$ cat config.mk
export PLATFORM = sky130hd
export DESIGN_NAME = lcd_display
export DESIGN_NICKNAME = d
export VERILOG_FILES = /design/src/logic/lcd_pkg.sv /design/src/logic/lcd_display.sv /design/src/logic/lcd_tick.sv
export SDC_FILE = /design/constraint.sdc
export NUM_CORES = 1
export LEC_CHECK = 0
export BUFFER_PORTS_ARGS = -buffer_cell sky130_fd_sc_hd__buf_2
export CAP_MARGIN = 20
export CORE_MARGIN = 1
export CORE_UTILIZATION = 30
export CTS_CLUSTER_DIAMETER = 120
export DETAILED_ROUTE_END_ITERATION = 10
export GPL_ROUTABILITY_DRIVEN = 1
export PLACE_DENSITY_LB_ADDON = 0.08
export SLEW_MARGIN = 10
export SYNTH_ARGS = -nofsm -noshare
export SYNTH_HDL_FRONTEND = slang
export SYNTH_SLANG_ARGS = --single-unit
$ cat constraint.sdc
create_clock -name core_clk_in -period 12.85 [get_ports core_clk_in]
set_input_delay 1.9275 -clock core_clk_in [delete_from_list [all_inputs] [get_ports core_clk_in]]
set_output_delay 1.9275 -clock core_clk_in [all_outputs]
set_load 0.1 [all_outputs]
$ cat src/logic/lcd_pkg.sv
// Shared constants and types for the capacity bar display.
// Assumes one 200 MHz clock and a plain register port from the gauge core.
package lcd_pkg;
   // ---------------------------------------------------------------
   // Timing
   // ---------------------------------------------------------------
   localparam int unsigned CLK_MHZ = 200;
   localparam int unsigned MUX_PERIOD_US = 10000;
   localparam int unsigned MUX_SLOTS = 10;
   localparam int unsigned SLOT_CYCLES = MUX_PERIOD_US * CLK_MHZ / MUX_SLOTS;
   localparam int unsigned BLINK_HALF_US = 125000;
   localparam int unsigned BLINK_HALF_CYCLES = BLINK_HALF_US * CLK_MHZ;
   localparam logic [3:0] BANK_A_FIRST = 4'h0;
   localparam logic [3:0] BANK_A_LAST = 4'h2;
   localparam logic [3:0] BANK_B_FIRST = 4'h5;
   localparam logic [3:0] BANK_B_LAST = 4'h7;
   localparam logic [3:0] SLOT_LAST = 4'h9;
   // ---------------------------------------------------------------
   // Register map
   // ---------------------------------------------------------------
   localparam logic [7:0] FULL_CAP_OFS = 8'h00;
   localparam logic [7:0] AVAIL_OFS = 8'h04;
   localparam logic [7:0] TEMP_OFS = 8'h08;
   localparam logic [7:0] FLAGS_OFS = 8'h0c;
   localparam logic [7:0] STATUS_OFS = 8'h10;
   localparam logic [15:0] FULL_CAP_RST = 16'h0100;
   localparam logic [15:0] AVAIL_RST = 16'h0000;
   localparam logic [3:0] TEMP_RST = 4'h6;
   localparam int unsigned FLAG_FIRST_EMPTY_WARNING = 0;
   localparam int unsigned FLAG_FINAL_EMPTY_WARNING = 1;
   localparam int unsigned FLAG_DSG = 2;
   localparam int unsigned FLAG_CHG = 3;
   localparam logic [4:0] BANK_A_MASK = 5'h15;
   localparam logic [4:0] BANK_B_MASK = 5'h0a;
   localparam logic [4:0] SEG_FIRST_MASK = 5'h01;
   typedef struct packed {
      logic chg;
      logic dsg;
      logic final_empty_warning;
      logic first_empty_warning;
   } lcd_flags_type;
   typedef struct packed {
      logic [7:0] addr;
      logic [15:0] wdata;
      logic wr;
      logic rd;
   } lcd_bus_type;
   typedef enum logic [1:0] {
      LCD_OFF,
      LCD_BANK_A,
      LCD_BANK_B
   } lcd_phase_type;
endpackage

$ cat src/logic/lcd_display.sv
// Five-segment capacity bar with two-bank multiplexing, blink and blanking.
// Assumes the gauge core writes capacity, charge, temperature band and flags.
// What this block does
// - Show charge relative to full capacity.
// - Each segment is one fifth of capacity.
// - Temperature-correct display, keep stored charge.
// - Request pin at supply blanks the bar.
// - Floating request lights bar on activity.
// - Request pin low enables bar at once.
// - Banks 1,3,5 and 2,4 alternate, never together.
// - About 100 Hz period, 30% per bank.
// - Blink segment one at 4 Hz on warning.
// - Final empty warning blanks the whole bar.
// - Full capacity is the learned full reference.
//
// Our own choices: the address map and the strobed register port.
`timescale 1ns/1ps
`default_nettype none
module lcd_display
   import lcd_pkg::*;
#(
   parameter int unsigned SLOT_CYC = SLOT_CYCLES,
   parameter int unsigned BLINK_CYC = BLINK_HALF_CYCLES
)
(
   // Clock and reset
   input wire logic core_clk_in,
   input wire logic rst_in,
   // Register port
   input wire logic [7:0] reg_addr_in,
   input wire logic [15:0] reg_wdata_in,
   input wire logic reg_wr_in,
   input wire logic reg_rd_in,
   output logic [15:0] reg_rdata_out,
   // Display control pin sense
   input wire logic show_request_n_in,
   input wire logic show_request_float_in,
   // LED drive
   output logic [4:0] led_bar_outputs_out,
   output logic led_common_drive_out
);
   // ---------------------------------------------------------------
   // Register port
   // ---------------------------------------------------------------
   lcd_bus_type bus;
   assign bus = '{addr: reg_addr_in, wdata: reg_wdata_in, wr: reg_wr_in, rd: reg_rd_in};
   logic [15:0] full_capacity_reference_q;
   logic [15:0] available_charge_count_q;
   logic [3:0] temperature_gauge_register_q;
   lcd_flags_type flags_q;
   logic [15:0] rdata_q;
   logic [15:0] rdata_d;
   wire logic wr_cap = bus.wr && (bus.addr == FULL_CAP_OFS);
   wire logic wr_avail = bus.wr && (bus.addr == AVAIL_OFS);
   wire logic wr_temp = bus.wr && (bus.addr == TEMP_OFS);
   wire logic wr_flags = bus.wr && (bus.addr == FLAGS_OFS);
   logic [15:0] status_word;
   always_comb
   begin
      rdata_d = 16'h0000;
      if (bus.rd)
      begin
         case (bus.addr)
            FULL_CAP_OFS: rdata_d = full_capacity_reference_q;
            AVAIL_OFS: rdata_d = available_charge_count_q;
            TEMP_OFS: rdata_d = {12'h000, temperature_gauge_register_q};
            FLAGS_OFS: rdata_d = {12'h000, flags_q};
            STATUS_OFS: rdata_d = status_word;
            default: rdata_d = 16'h0000;
         endcase
      end
   end
   always_ff @(posedge core_clk_in or posedge rst_in)
   begin
      if (rst_in)
      begin
         full_capacity_reference_q <= FULL_CAP_RST;
         available_charge_count_q <= AVAIL_RST;
         temperature_gauge_register_q <= TEMP_RST;
         flags_q <= '0;
         rdata_q <= 16'h0000;
      end
      else
      begin
         if (wr_cap)
            full_capacity_reference_q <= bus.wdata;
         if (wr_avail)
            available_charge_count_q <= bus.wdata;
         if (wr_temp)
            temperature_gauge_register_q <= bus.wdata[3:0];
         if (wr_flags)
            flags_q <= bus.wdata[3:0];
         rdata_q <= rdata_d;
      end
   end
   // Read data fall back to zero outside the answer cycle, so no stale word lingers on the port.
   assign reg_rdata_out = rdata_q;
   // ---------------------------------------------------------------
   // Temperature-adjusted level
   // ---------------------------------------------------------------
   // The correction works on a copy; the stored charge count is never written here.
   logic [4:0] temp_factor;
   always_comb
   begin
      case (temperature_gauge_register_q)
         4'h0: temp_factor = 5'h08;
         4'h1: temp_factor = 5'h0a;
         4'h2: temp_factor = 5'h0c;
         4'h3: temp_factor = 5'h0d;
         4'h4: temp_factor = 5'h0e;
         4'h5: temp_factor = 5'h0f;
         4'h6, 4'h7, 4'h8: temp_factor = 5'h10;
         default: temp_factor = 5'h0f;
      endcase
   end
   wire logic [20:0] adj_product = 21'(available_charge_count_q) * 21'(temp_factor);
   // The fraction below one count is kept, so the smallest charge still lights segment one.
   // Comparing in sixteenths costs a wider comparator but needs no divider.
   wire logic [23:0] adj_times5 = 24'(adj_product) * 24'h000005;
   logic [4:0] level_mask;
   genvar k;
   generate
      for (k = 0; k < 5; k++)
      begin : g_seg
         // Segment k+1 lights when 5*charge exceeds k times full capacity, both in sixteenths.
         assign level_mask[k] = adj_times5 > (24'(full_capacity_reference_q) * 24'(16 * k));
      end
   endgenerate
   // ---------------------------------------------------------------
   // Enable decision
   // ---------------------------------------------------------------
   wire logic activity = flags_q.dsg || flags_q.chg;
   wire logic req_supply = show_request_n_in && !show_request_float_in;
   wire logic req_low = !show_request_n_in && !show_request_float_in;
   // Final empty is tested first, so a held button cannot light a collapsing battery.
   logic enabled;
   always_comb
   begin
      if (flags_q.final_empty_warning)
         enabled = 1'b0;
      else if (show_request_float_in)
         enabled = activity;
      else if (req_low)
         enabled = 1'b1;
      else
         enabled = 1'b0;
   end
   // ---------------------------------------------------------------
   // Multiplex timing
   // ---------------------------------------------------------------
   logic slot_tick;
   logic blink_tick;
   // Both rates come from free-running dividers; the blink phase is not tied to the slots.
   lcd_tick #(.DIV(SLOT_CYC)) u_slot_tick
   (
      .core_clk_in(core_clk_in),
      .rst_in(rst_in),
      .tick_out(slot_tick)
   );
   lcd_tick #(.DIV(BLINK_CYC)) u_blink_tick
   (
      .core_clk_in(core_clk_in),
      .rst_in(rst_in),
      .tick_out(blink_tick)
   );
   logic [3:0] slot_q;
   logic blink_on_q;
   wire logic [3:0] slot_d = (slot_q == SLOT_LAST) ? 4'h0 : slot_q + 4'h1;
   lcd_phase_type phase;
   always_comb
   begin
      if (slot_q >= BANK_A_FIRST && slot_q <= BANK_A_LAST)
         phase = LCD_BANK_A;
      else if (slot_q >= BANK_B_FIRST && slot_q <= BANK_B_LAST)
         phase = LCD_BANK_B;
      else
         phase = LCD_OFF;
   end
   always_ff @(posedge core_clk_in or posedge rst_in)
   begin
      if (rst_in)
      begin
         slot_q <= 4'h0;
         blink_on_q <= 1'b1;
      end
      else
      begin
         if (slot_tick)
            slot_q <= slot_d;
         if (blink_tick)
            blink_on_q <= !blink_on_q;
      end
   end
   // ---------------------------------------------------------------
   // Segment drive
   // ---------------------------------------------------------------
   logic [4:0] bank_mask;
   always_comb
   begin
      case (phase)
         LCD_BANK_A: bank_mask = BANK_A_MASK;
         LCD_BANK_B: bank_mask = BANK_B_MASK;
         LCD_OFF: bank_mask = 5'h00;
         default: bank_mask = 5'h00;
      endcase
   end
   // Blinking only masks segment one; higher segments keep their level.
   wire logic [4:0] blink_mask = (flags_q.first_empty_warning && !blink_on_q) ? ~SEG_FIRST_MASK : 5'h1f;
   wire logic [4:0] seg_d = enabled ? (level_mask & bank_mask & blink_mask) : 5'h00;
   wire logic com_d = enabled && (phase != LCD_OFF);
   logic [4:0] seg_q;
   logic com_q;
   always_ff @(posedge core_clk_in or posedge rst_in)
   begin
      if (rst_in)
      begin
         seg_q <= 5'h00;
         com_q <= 1'b0;
      end
      else
      begin
         seg_q <= seg_d;
         com_q <= com_d;
      end
   end
   assign led_bar_outputs_out = seg_q;
   assign led_common_drive_out = com_q;
   assign status_word = {8'h00, blink_on_q, (phase == LCD_BANK_B), enabled, level_mask};
endmodule
`default_nettype wire

$ cat src/logic/lcd_tick.sv
// One-cycle enable pulse every DIV clock cycles.
// Assumes a free-running clock; the count restarts at reset.
`timescale 1ns/1ps
`default_nettype none
module lcd_tick
#(
   parameter int unsigned DIV = 4
)
(
   // Clock and reset
   input wire logic core_clk_in,
   input wire logic rst_in,
   // Pulse
   output logic tick_out
);
   logic [31:0] cnt_q;
   logic [31:0] cnt_d;
   wire logic at_end = (cnt_q == 32'(DIV - 1));
   assign cnt_d = at_end ? 32'h0000_0000 : cnt_q + 32'h0000_0001;
   assign tick_out = at_end;
   always_ff @(posedge core_clk_in or posedge rst_in)
   begin
      if (rst_in)
      begin
         cnt_q <= 32'h0000_0000;
      end
      else
      begin
         cnt_q <= cnt_d;
      end
   end
endmodule
`default_nettype wire

# Word-level counts from Yosys, hierarchy flattened
# Memory sizes are Yosys's and may differ from the RTL's.
# Cells that the tools add are included.
word_totals:
  regBits: 131
  romBits: 80
  in_bits: 30
  n_memories: 1
mem_list:
  columns: ["memory", "depth", "width", "rd", "rd_ports_with_merged_regs", "wr", "line", "source"]
  rows:
  - ["(no name shown)", 16, 5, 1, 0, 0, "lcd_display.sv:105", "case (temperature_gauge_register_q)"]
op_classes:
  add_sub_neg: 3
  mul: 3
  n_lt_le_gt_ge: 9
  n_eq_ne: 9
  muxes: 13
  bitwise: 2
  n_reduce_logical: 15
ops:
  columns: ["cell", "count"]
  rows:
  - ["16-bit case mux with 5 select lines", 1]
  - ["32-bit by 1-bit adder with 32-bit output, second input constant", 2]
  - ["32-bit two-way mux", 2]
  - ["24-bit by 22-bit > comparator with 1-bit output", 2]
  - ["32-bit by 18-bit equality test with 1-bit output, second input constant", 1]
  - ["32-bit by 25-bit equality test with 1-bit output, second input constant", 1]
  - ["24-bit by 1-bit > comparator with 1-bit output, second input constant", 1]
  - ["24-bit by 20-bit > comparator with 1-bit output", 1]
  - ["24-bit by 21-bit > comparator with 1-bit output", 1]
  - ["21-bit by 3-bit multiplier with 24-bit output, second input constant", 1]
  - ["16-bit by 5-bit multiplier with 21-bit output", 1]
  - ["16-bit by 2-bit multiplier with 18-bit output, second input constant", 1]
  - ["8-bit by 4-bit equality test with 1-bit output, second input constant", 2]
  - ["16-bit two-way mux", 1]
  - ["5-bit AND", 2]
  - ["5-bit case mux with 2 select lines", 1]
  - ["1-bit logical AND", 9]
  - ["8-bit by 3-bit equality test with 1-bit output, second input constant", 1]
  - ["8-bit by 5-bit equality test with 1-bit output, second input constant", 1]
  - ["8-bit zero test", 1]
  - ["5-bit two-way mux", 1]
  - ["4-bit by 1-bit adder with 4-bit output, second input constant", 1]
  - ["4-bit equality test, second input constant", 1]
  - ["4-bit by 1-bit >= comparator with 1-bit output, second input constant", 1]
  - ["other kinds (11)", 17]

# Longest topological paths before layout
# Gate-level depths: netlist of the first run.
logic_depth:
  depth_word: 9
  ltp_mapped: 39
  depth_no_buf: 38

# Cells and area by module
# From an unflattened synthesis of the first run, not the netlist that was laid out.
unflattened:
  hier_cells: 1291
  hier_area_um2: 12114.1
by_module_without_submodules:
  columns: ["mod", "n_inst", "cells_per_inst", "area_each_um2"]
  rows:
  - ["lcd_display", 1, 977, 8899.8]
  - ["lcd_tick at u_blink_tick", 1, 169, 1671.6]
  - ["lcd_tick at u_slot_tick", 1, 145, 1542.7]

# Least setup slack after synthesis of the first run
# OpenSTA, ideal clock, no wires.
synth_path:
  kind: "reg2reg"
  startpoint: "register temperature_gauge_register_q[1]"
  endpoint: "register rdata_q[3] (netlist: reg_rdata_out[3])"
  setup_ns: 0.129
  arrival_ns: 8.157
  t_required_ns: 12.721
  setup_slack_ns: 4.565
  path_stages_with_launch: 38
  n_path_buf: 1
  synth_period_minus_slack_ns: 8.285
  path_cell_list: "dfstp_2 -> nor4_1 -> a21oi_1 -> clkbuf_1 -> nor2b_1 -> fa_1 -> fa_1 -> inv_1 -> fa_1 -> inv_1 -> ha_1 -> nand3_1 -> o211ai_1 -> o31ai_1 -> o21ai_0 -> a2111oi_0 -> nor3_1 -> a31o_2 -> (+2 left out) -> inv_1 -> ha_1 -> ha_1 -> or2_2 -> nand2_1 -> nand2b_1 -> a21boi_0 -> a31o_2 -> xnor2_1 -> inv_1 -> ha_1 -> and4_1 -> nand4_1 -> or4_1 -> o22ai_1 -> a21oi_1 -> o21ai_0 -> a21boi_0"
synth_via:
  elab_chain_cells: 6
synth_lines:
  columns: ["item", "line", "source"]
  rows:
  - ["start, declared", "lcd_display.sv:49", "logic [3:0] temperature_gauge_register_q;"]
  - ["start signal, assigned", "lcd_display.sv:90", "temperature_gauge_register_q <= bus.wdata[3:0];"]
  - ["memory read 16 x 5 bit", null, null]
  - ["16-bit by 5-bit multiplier with 21-bit output", "lcd_display.sv:116", "wire logic [20:0] adj_product = 21'(available_charge_count_q) * 21'(temp_factor);"]
  - ["21-bit by 3-bit multiplier with 24-bit output", "lcd_display.sv:119", "wire logic [23:0] adj_times5 = 24'(adj_product) * 24'h000005;"]
  - ["24-bit by 22-bit > comparator with 1-bit output", "lcd_display.sv:126", "assign level_mask[k] = adj_times5 > (24'(full_capacity_reference_q) * 24'(16 * k));"]
  - ["16-bit case mux with 5 select lines", "lcd_display.sv:63", "case (bus.addr)"]
  - ["16-bit two-way mux", "lcd_display.sv:61", "if (bus.rd)"]
  - ["named net rdata_d[3]", "lcd_display.sv:52", "logic [15:0] rdata_d;"]
  - ["end signal, assigned", "lcd_display.sv:93", "rdata_q <= rdata_d;"]
  - ["end, declared", "lcd_display.sv:51", "logic [15:0] rdata_q;"]
# The timed path passes the listed nets, and every way through them passes these cells.
# A chain may end at the register's enable or synchronous reset.

# Worst setup path in the final report of the first run
# Same ends and word-level chain as after synthesis.

==> impl_metrics.sql, run 1 <==
INSERT INTO impl_metrics (metric_group, metric, value, unit) VALUES
('status', 'run_status', 'completed', ''),
('floorplan', 'io_pins', '52', ''),
('yosys', 'syn-instance-count', '1234', ''),
('detailed_routing', 'avgViaCountPerCell', '4.91', ''),
('yosys', 'synth.yosys.warnings', '0', ''),
('timing', 'report.final.slew_viol_count', '0', ''),
('place', 'detailedPlacementHpwl', '26.2', 'mm'),
('detailed_routing', 'drt-initial-drc-count', '438', ''),
('cells_and_area', 'fill_cells', '3930', ''),
('timing', 'grt_setup_unrepaired', 'false', ''),
('yosys', 'synth-main-ff-cell', 'dfrtp_1', ''),
('clock_tree', 'cts_buffers', '17', ''),
('power', 'power_frac_comb', '0.266', ''),
('clock_tree', 'cts_setup_buffers', '0', ''),
('global_route', 'grt_antenna_before_repair', '2', ''),
('detailed_routing', 'wirelength', '32.5', 'mm'),
('power', 'p_seq_frac', '0.340', ''),
('timing', 'final_min_period_over_clock_period', '0.749', ''),
('detailed_routing', 'detail_route.drc_violations', '0', ''),
('floorplan', 'start_util', '0.307', ''),
('yosys', 'synth_area_leader_cell', 'dfrtp_1', ''),
('setup_path', 'critical_path_required', '13.17', 'ns'),
('power', 'net_load_switching_power', '422', 'uW'),
('setup_path', 'critical_path.startpoint_type', 'flop', ''),
('cells_and_area', 'area.growth.synth_to_final', '12.8', '%'),
('timing', 'timing.clock.skew', '0.0193', 'ns'),
('yosys', 'synth_top_area_frac', '0.273', ''),
('yosys', 'synth_area', '11600', 'sq um'),
('floorplan', 'fp-row-count', '71', ''),
('global_route', 'grt_overflow_total', '0', ''),
('cells_and_area', 'layout-drive-gt1-share', '0.124', ''),
('timing', 'final_period_minus_worst_setup_slack', '9.63', 'ns'),
('yosys', 'synth_area_leaders', 'dfrtp_1, ha_1, fa_1', ''),
('power', 'share_of_total_power_in_the_clock_network', '0.394', ''),
('clock_tree', 'cts_hold_fix_bufs', '0', ''),
('setup_path', 'setup.worst_path.class', 'reg2reg', ''),
('cells_and_area', 'fin_nets', '1515', ''),
('timing', 'max_freq', '104', 'MHz'),
('power', 'leakagePower', '0.00650', 'uW'),
('clock_tree', 'cts.clk_slew.worst_paths', '0.06', 'ns'),
('global_route', 'grt_start_max_net_pins', '69', ''),
('min_path', 'min_path_type', 'reg2reg', ''),
('setup_path', 'timing.critical_path.fanout_max', '16', ''),
('timing', 'final.setup.tns', '0', 'ns'),
('detailed_routing', 'first_pass_iteration_count_of_the_detailed_router', '5', ''),
('setup_path', 'cpPeakStageDelay', '0.77', 'ns'),
('global_route', 'vias_in_the_first_global_route', '8913', ''),
('place', 'placement.io_buffers', '51', ''),
('yosys', 'synth_fp_nets', '1458', ''),
('place', 'gpl.final_weighted_congestion', '0.824', ''),
('clock_tree', 'cts_tree', 'yes', ''),
('yosys', 'yosys.cell_types.count', '75', ''),
('clock_tree', 'cts_sinks', '131', ''),
('detailed_routing', 'route.detailed.wl_per_inst', '17.9', 'um'),
('setup_path', 'timing.critical_path.arrival', '9.95', 'ns'),
('detailed_routing', 'final_antenna_net_count', '0', ''),
('floorplan', 'placeableCoreArea', '37900', 'sq um'),
('timing', 'slew_headroom', '0.315', ''),
('yosys', 'ys_async_sr_fraction', '1.00', ''),
('clock_tree', 'htreeDepth', '4', ''),
('yosys', 'synth_sequential_area_ratio', '0.282', ''),
('power', 'worst_vdd_drop', '96.7', 'uV'),
('floorplan', 'die_w', '199', 'um'),
('clock_tree', 'max-clock-path-buffers', '2', ''),
('clock_tree', 'clock_insertion_delay_worst_skew', '0.45', 'ns'),
('setup_path', 'critical-path-slowest-cell', 'nor2_1', ''),
('yosys', 'ys_ff_latch', '131', ''),
('yosys', 'synth.avg_cell_area', '9.44', 'sq um'),
('timing', 'finalHoldViolCount', '0', ''),
('detailed_routing', 'detailroute.via_count', '8923', ''),
('clock_tree', 'clock-root-buffer', 'clkbuf_16', '');
## power by group through the flow
stage | Sequential (uW) | Combinational (uW) | Clock (uW)
floorplan | 455 | 233 | 0
detailed placement | 445 | 341 | 0
global route | 438 | 389 | 541
finish | 437 | 342 | 506
global placement | 445 | 343 | 0
CTS | 437 | 343 | 526
## placed cells by master (no fill, tap or decap), types with 28 or more instances in the layout
master | netlist | final
nand3_1 | 33 | 33
xor2_1 | 44 | 44
a21oi_1 | 55 | 54
fa_1 | 44 | 44
and2_1 | 49 | 49
nand4_1 | 31 | 31
dfrtp_1 | 127 | 127
a21o_1 | 33 | 33
buf_2 | 0 | 52
mux2_2 | 40 | 40
nor2b_1 | 28 | 28
nor2_1 | 101 | 101
xnor2_1 | 61 | 61
nand2_1 | 78 | 78
o21ai_0 | 33 | 33
inv_1 | 103 | 102
ha_1 | 150 | 150
## worst paths after layout
| kind | from | to | slack (ns) | cells after the start |
|---|---|---|---|---|
| worst max-delay path | temperature_gauge_register_q[1] | reg_rdata_out[3] | 3.22 | 37 |
| worst min register to register | u_slot_tick.cnt_q[31] | u_slot_tick.cnt_q[31] | 0.47 | 1 |
| worst max register to register | temperature_gauge_register_q[1] | reg_rdata_out[3] | 3.22 | 37 |
| worst min-delay path | u_slot_tick.cnt_q[31] | u_slot_tick.cnt_q[31] | 0.47 | 1 |
| max in group asynchronous | rst_in | u_blink_tick.cnt_q[9] | 9.90 | 3 |
| min in group asynchronous | rst_in | reg_rdata_out[14] | 1.58 | 2 |
## layout make-up
class	instances	area, sq um	area share
repair buffers	60	320	0.0244
well taps	511	639	0.0487
inverters	103	392	0.0298
multi-input cells	978	7910	0.602
diodes	1	2.50	0.000190
flip-flops and latches	131	3280	0.250
clock inverters	13	161	0.0123
clock buffers	19	433	0.0329
## routing by layer
layer	global-route usage	vias up	share of wire
met2	0.275	126	0.46
met1	0.245	4317	0.50
li1	-	4466	-
met4	0.0413	0	0.011
met3	0.0289	14	0.028
met5	0	-	0
## cell families (layout without fill, tap and decap cells)
logic type,Yosys count,count (layout),share of synthesized area
fa+ha+maj,194,194,0.237
flops,131,131,0.282
other cells,0,1,0
buf+inv,125,195,0.0403
simple gates,412,412,0.182
compound gates,215,215,0.127
xor+xnor,105,105,0.0789
mux,52,52,0.0533
## synth_stat cells (12+ instances only)
master    count
fa_1         44
nand3_1      33
xnor2_1      61
o21ai_0      33
dfrtp_1     127
and2_1       49
nand4_1      31
nor4_1       13
clkbuf_1     21
mux2_2       40
nor2b_1      28
xor2_1       44
a21oi_1      55
nor3_1       27
nand2_1      78
ha_1        150
nor2_1      101
inv_1       103
a21o_1       33
o21a_1       12
## sequential cells by signal, indices dropped and copies added (netlist names), 5 cells and up
register and cells:
available_charge_count_q 16, full_capacity_reference_q 16, led_bar_outputs_out 5, reg_rdata_out 16, u_blink_tick.cnt_q 32, u_slot_tick.cnt_q 32
## metrics by stage
stage | cell area [sq um] | power [uW] | std cells | setup WS, ns | hold slack [ns]
final | 13100 | 1280 | 1816 | 3.22 | 0.473
after global placement | 12500 | 788 | 1781 | 3.44 | 0.465
after CTS | 13100 | 1310 | 1814 | 3.05 | 0.477
after detailed placement | 12500 | 786 | 1782 | 3.08 | 0.466
after floorplan | 11600 | 688 | 1234 | 4.56 | 0.446
after global routing | 13100 | 1370 | 1815 | 2.42 | 0.496
(Power assumes the default switching activity.)
==> inputs of run 2 (changes only) <==
clock period = 8 ns   (was 12.85 ns; I/O delays follow)
==> impl_metrics.sql, run 2 (same netlist as run 1, synthesis figures left out) <==
INSERT INTO impl_metrics (metric_group, metric, value, unit) VALUES
('status', 'run_status', 'completed', ''),
('power', 'leakagePower', '0.00732', 'uW'),
('power', 'power_frac_comb', '0.323', ''),
('power', 'switching_share', '0.332', ''),
('clock_tree', 'max-clock-path-buffers', '2', ''),
('global_route', 'grt_pass1_wl', '54.1', 'mm'),
('cells_and_area', 'final_common_cell', 'buf_4', ''),
('setup_path', 'cp_common_cell', 'fa_1', ''),
('detailed_routing', 'avgViaCountPerCell', '4.87', ''),
('detailed_routing', 'route.detailed.wl_per_inst', '17.3', 'um'),
('global_route', 'vias_in_the_first_global_route', '9730', ''),
('clock_tree', 'cts_tree', 'yes', ''),
('power', 'power', '2210', 'uW'),
('power', 'share_of_total_power_in_the_clock_network', '0.361', ''),
('setup_path', 'setup.worst_path.class', 'reg2reg', ''),
('cells_and_area', 'fin_nets', '1659', ''),
('cells_and_area', 'layout_common_cells', 'buf_4, ha_1, dfrtp_1', ''),
('power', 'worst_vdd_drop', '163', 'uV'),
('detailed_routing', 'final_antenna_net_count', '0', ''),
('clock_tree', 'cts_buffers', '17', ''),
('run', 'count_of_max_cap_constraint_violations', '0', ''),
('detailed_routing', 'detailroute.via_count', '9534', ''),
('timing', 'hold-worst-slack', '0.482', 'ns'),
('place', 'detailedPlacementHpwl', '27.3', 'mm'),
('detailed_routing', 'wirelength', '34.0', 'mm'),
('floorplan', 'io_pins', '52', ''),
('setup_path', 'timing.critical_path.arrival', '8.13', 'ns'),
('min_path', 'min_path_type', 'reg2reg', ''),
('setup_path', 'critical_path.startpoint_type', 'flop', ''),
('floorplan', 'floorplan.die_area', '39600', 'sq um'),
('global_route', 'grt_overflow_total', '0', ''),
('power', 'powerDensity', '149', 'nW/um^2'),
('detailed_routing', 'first_pass_iteration_count_of_the_detailed_router', '4', ''),
('power', 'internal_power', '1480', 'uW'),
('place', 'placement.io_buffers', '51', ''),
('clock_tree', 'htreeDepth', '4', ''),
('global_route', 'grt_start_max_net_pins', '68', ''),
('setup_path', 'cpPeakStageDelay', '0.63', 'ns'),
('timing', 'report.final.slew_viol_count', '0', ''),
('clock_tree', 'cts.clk_slew.worst_paths', '0.07', 'ns'),
('timing', 'max_freq', '128', 'MHz'),
('clock_tree', 'clock_insertion_delay_worst_skew', '0.46', 'ns'),
('place', 'gpl.final_weighted_congestion', '0.818', ''),
('clock_tree', 'clock-root-buffer', 'clkbuf_16', ''),
('setup_path', 'worstSetupEndpointType', 'flop', ''),
('min_path', 'whs_path_depth', '1', ''),
('floorplan', 'die_y', '199', 'um'),
('global_route', 'grt_overall_usage', '0.181', ''),
('timing', 'timing.clock.skew', '0.0107', 'ns'),
('detailed_routing', 'drt-initial-drc-count', '328', ''),
('cells_and_area', 'area.growth.synth_to_final', '27.2', '%'),
('setup_path', 'critical-path-slowest-cell', 'dfstp_2', ''),
('floorplan', 'placeableCoreArea', '37900', 'sq um'),
('setup_path', 'critical_path_required', '8.33', 'ns'),
('clock_tree', 'cts_sinks', '131', ''),
('timing', 'grt_setup_unrepaired', 'true', ''),
('global_route', 'grt_antenna_before_repair', '0', ''),
('timing', 'final.setup.tns', '0', 'ns'),
('power', 'p_seq_frac', '0.316', ''),
('timing', 'finalHoldViolCount', '0', ''),
('cells_and_area', 'layout-drive-gt1-share', '0.271', ''),
('floorplan', 'fp-row-count', '71', ''),
('timing', 'worst-slew-pin-transition', '0.991', 'ns'),
('cells_and_area', 'top_regs', 'u_blink_tick.cnt_q: 32 flops, u_slot_tick.cnt_q: 32 flops', ''),
('timing', 'setup_violations', '0', ''),
('setup_path', 'reg2regPathDepth', '34', ''),
('setup_path', 'timing.critical_path.fanout_max', '8', ''),
('detailed_routing', 'detail_route.drc_violations', '0', ''),
('floorplan', 'die_w', '199', 'um'),
('timing', 'final_period_minus_worst_setup_slack', '7.79', 'ns'),
('power', 'net_load_switching_power', '732', 'uW'),
('floorplan', 'start_util', '0.307', ''),
('cells_and_area', 'n_antenna_cell', '0', ''),
('timing', 'slew_headroom', '0.337', ''),
('timing', 'final_min_period_over_clock_period', '0.974', '');
==> run 2: worst paths after layout <==
path | end | from | slack [ns]
min in group asynchronous | full_capacity_reference_q[13] | rst_in | 0.83
max | reg_rdata_out[3] | temperature_gauge_register_q[2] | 0.21
min | u_slot_tick.cnt_q[0] | u_slot_tick.cnt_q[0] | 0.48
max in group asynchronous | u_slot_tick.cnt_q[29] | rst_in | 5.80
min reg2reg | u_slot_tick.cnt_q[0] | u_slot_tick.cnt_q[0] | 0.48
max reg2reg | reg_rdata_out[3] | temperature_gauge_register_q[2] | 0.21
==> run 2: metal layers <==
| metal | GRT usage | up-vias | wire length, um |
|---|---|---|---|
| li1 | - | 4749 | - |
| met1 | 0.235 | 4651 | 16200 |
| met2 | 0.294 | 95 | 16000 |
| met3 | 0.0327 | 39 | 751 |
| met4 | 0.0778 | 0 | 1020 |
| met5 | 0 | - | 0 |
==> run 2: final cells by class <==
type | instances | area (sq um)
Fill cell | 3871 | 23100
Multi-Input combinational cell | 978 | 8490
Sequential cell | 131 | 3280
Timing Repair Buffer | 204 | 1420
Tap cell | 511 | 639
Clock buffer | 20 | 457
Inverter | 103 | 392
Clock inverter | 12 | 131
==> run 2: metrics by stage <==
| stage | setup slack (ns) | std cells | instance area (sq um) | util |
|---|---|---|---|---|
| 2_1_floorplan | 0.00106 | 1234 | 11700 | - |
| 6_report | 0.209 | 1959 | 14800 | 0.391 |
| 5_1_grt | -0.209 | 1959 | 14800 | 0.391 |
| 3_5_place_dp | -0.555 | 1906 | 13500 | 0.355 |
| 3_3_place_gp | -0.352 | 1906 | 13500 | 0.355 |
| 4_1_cts | -0.0125 | 1953 | 14500 | 0.381 |
==> run 2: critical path, delay by kind of cell (launching register included) <==
family                   cells  cell delay [ns]
adder cells (fa/ha/maj)      7             2.60
AO/OA/AOI/OAI               13             2.02
AND/OR/NAND/NOR              9             1.67
flip-flops                   1             0.63
XOR/XNOR                     2             0.40
buffers and inverters        3             0.33
==> run 2: repair_timing <==
action                                  4_1_cts  5_1_grt
hold endpoints to repair                      0        0
endpoints found under the setup margin       10       10
pin swaps                                    62       76
hold buffers                                  0        0
setup buffers                                15        7
gates resized for setup                      58       61
==> run 2: power by group through the flow <==
stage | registers, uW | logic, uW | clock network (uW)
after global routing | 700 | 791 | 849
after CTS | 698 | 677 | 824
after global placement | 710 | 653 | 0
final | 699 | 713 | 796
after floorplan | 730 | 375 | 0
after detailed placement | 710 | 653 | 0
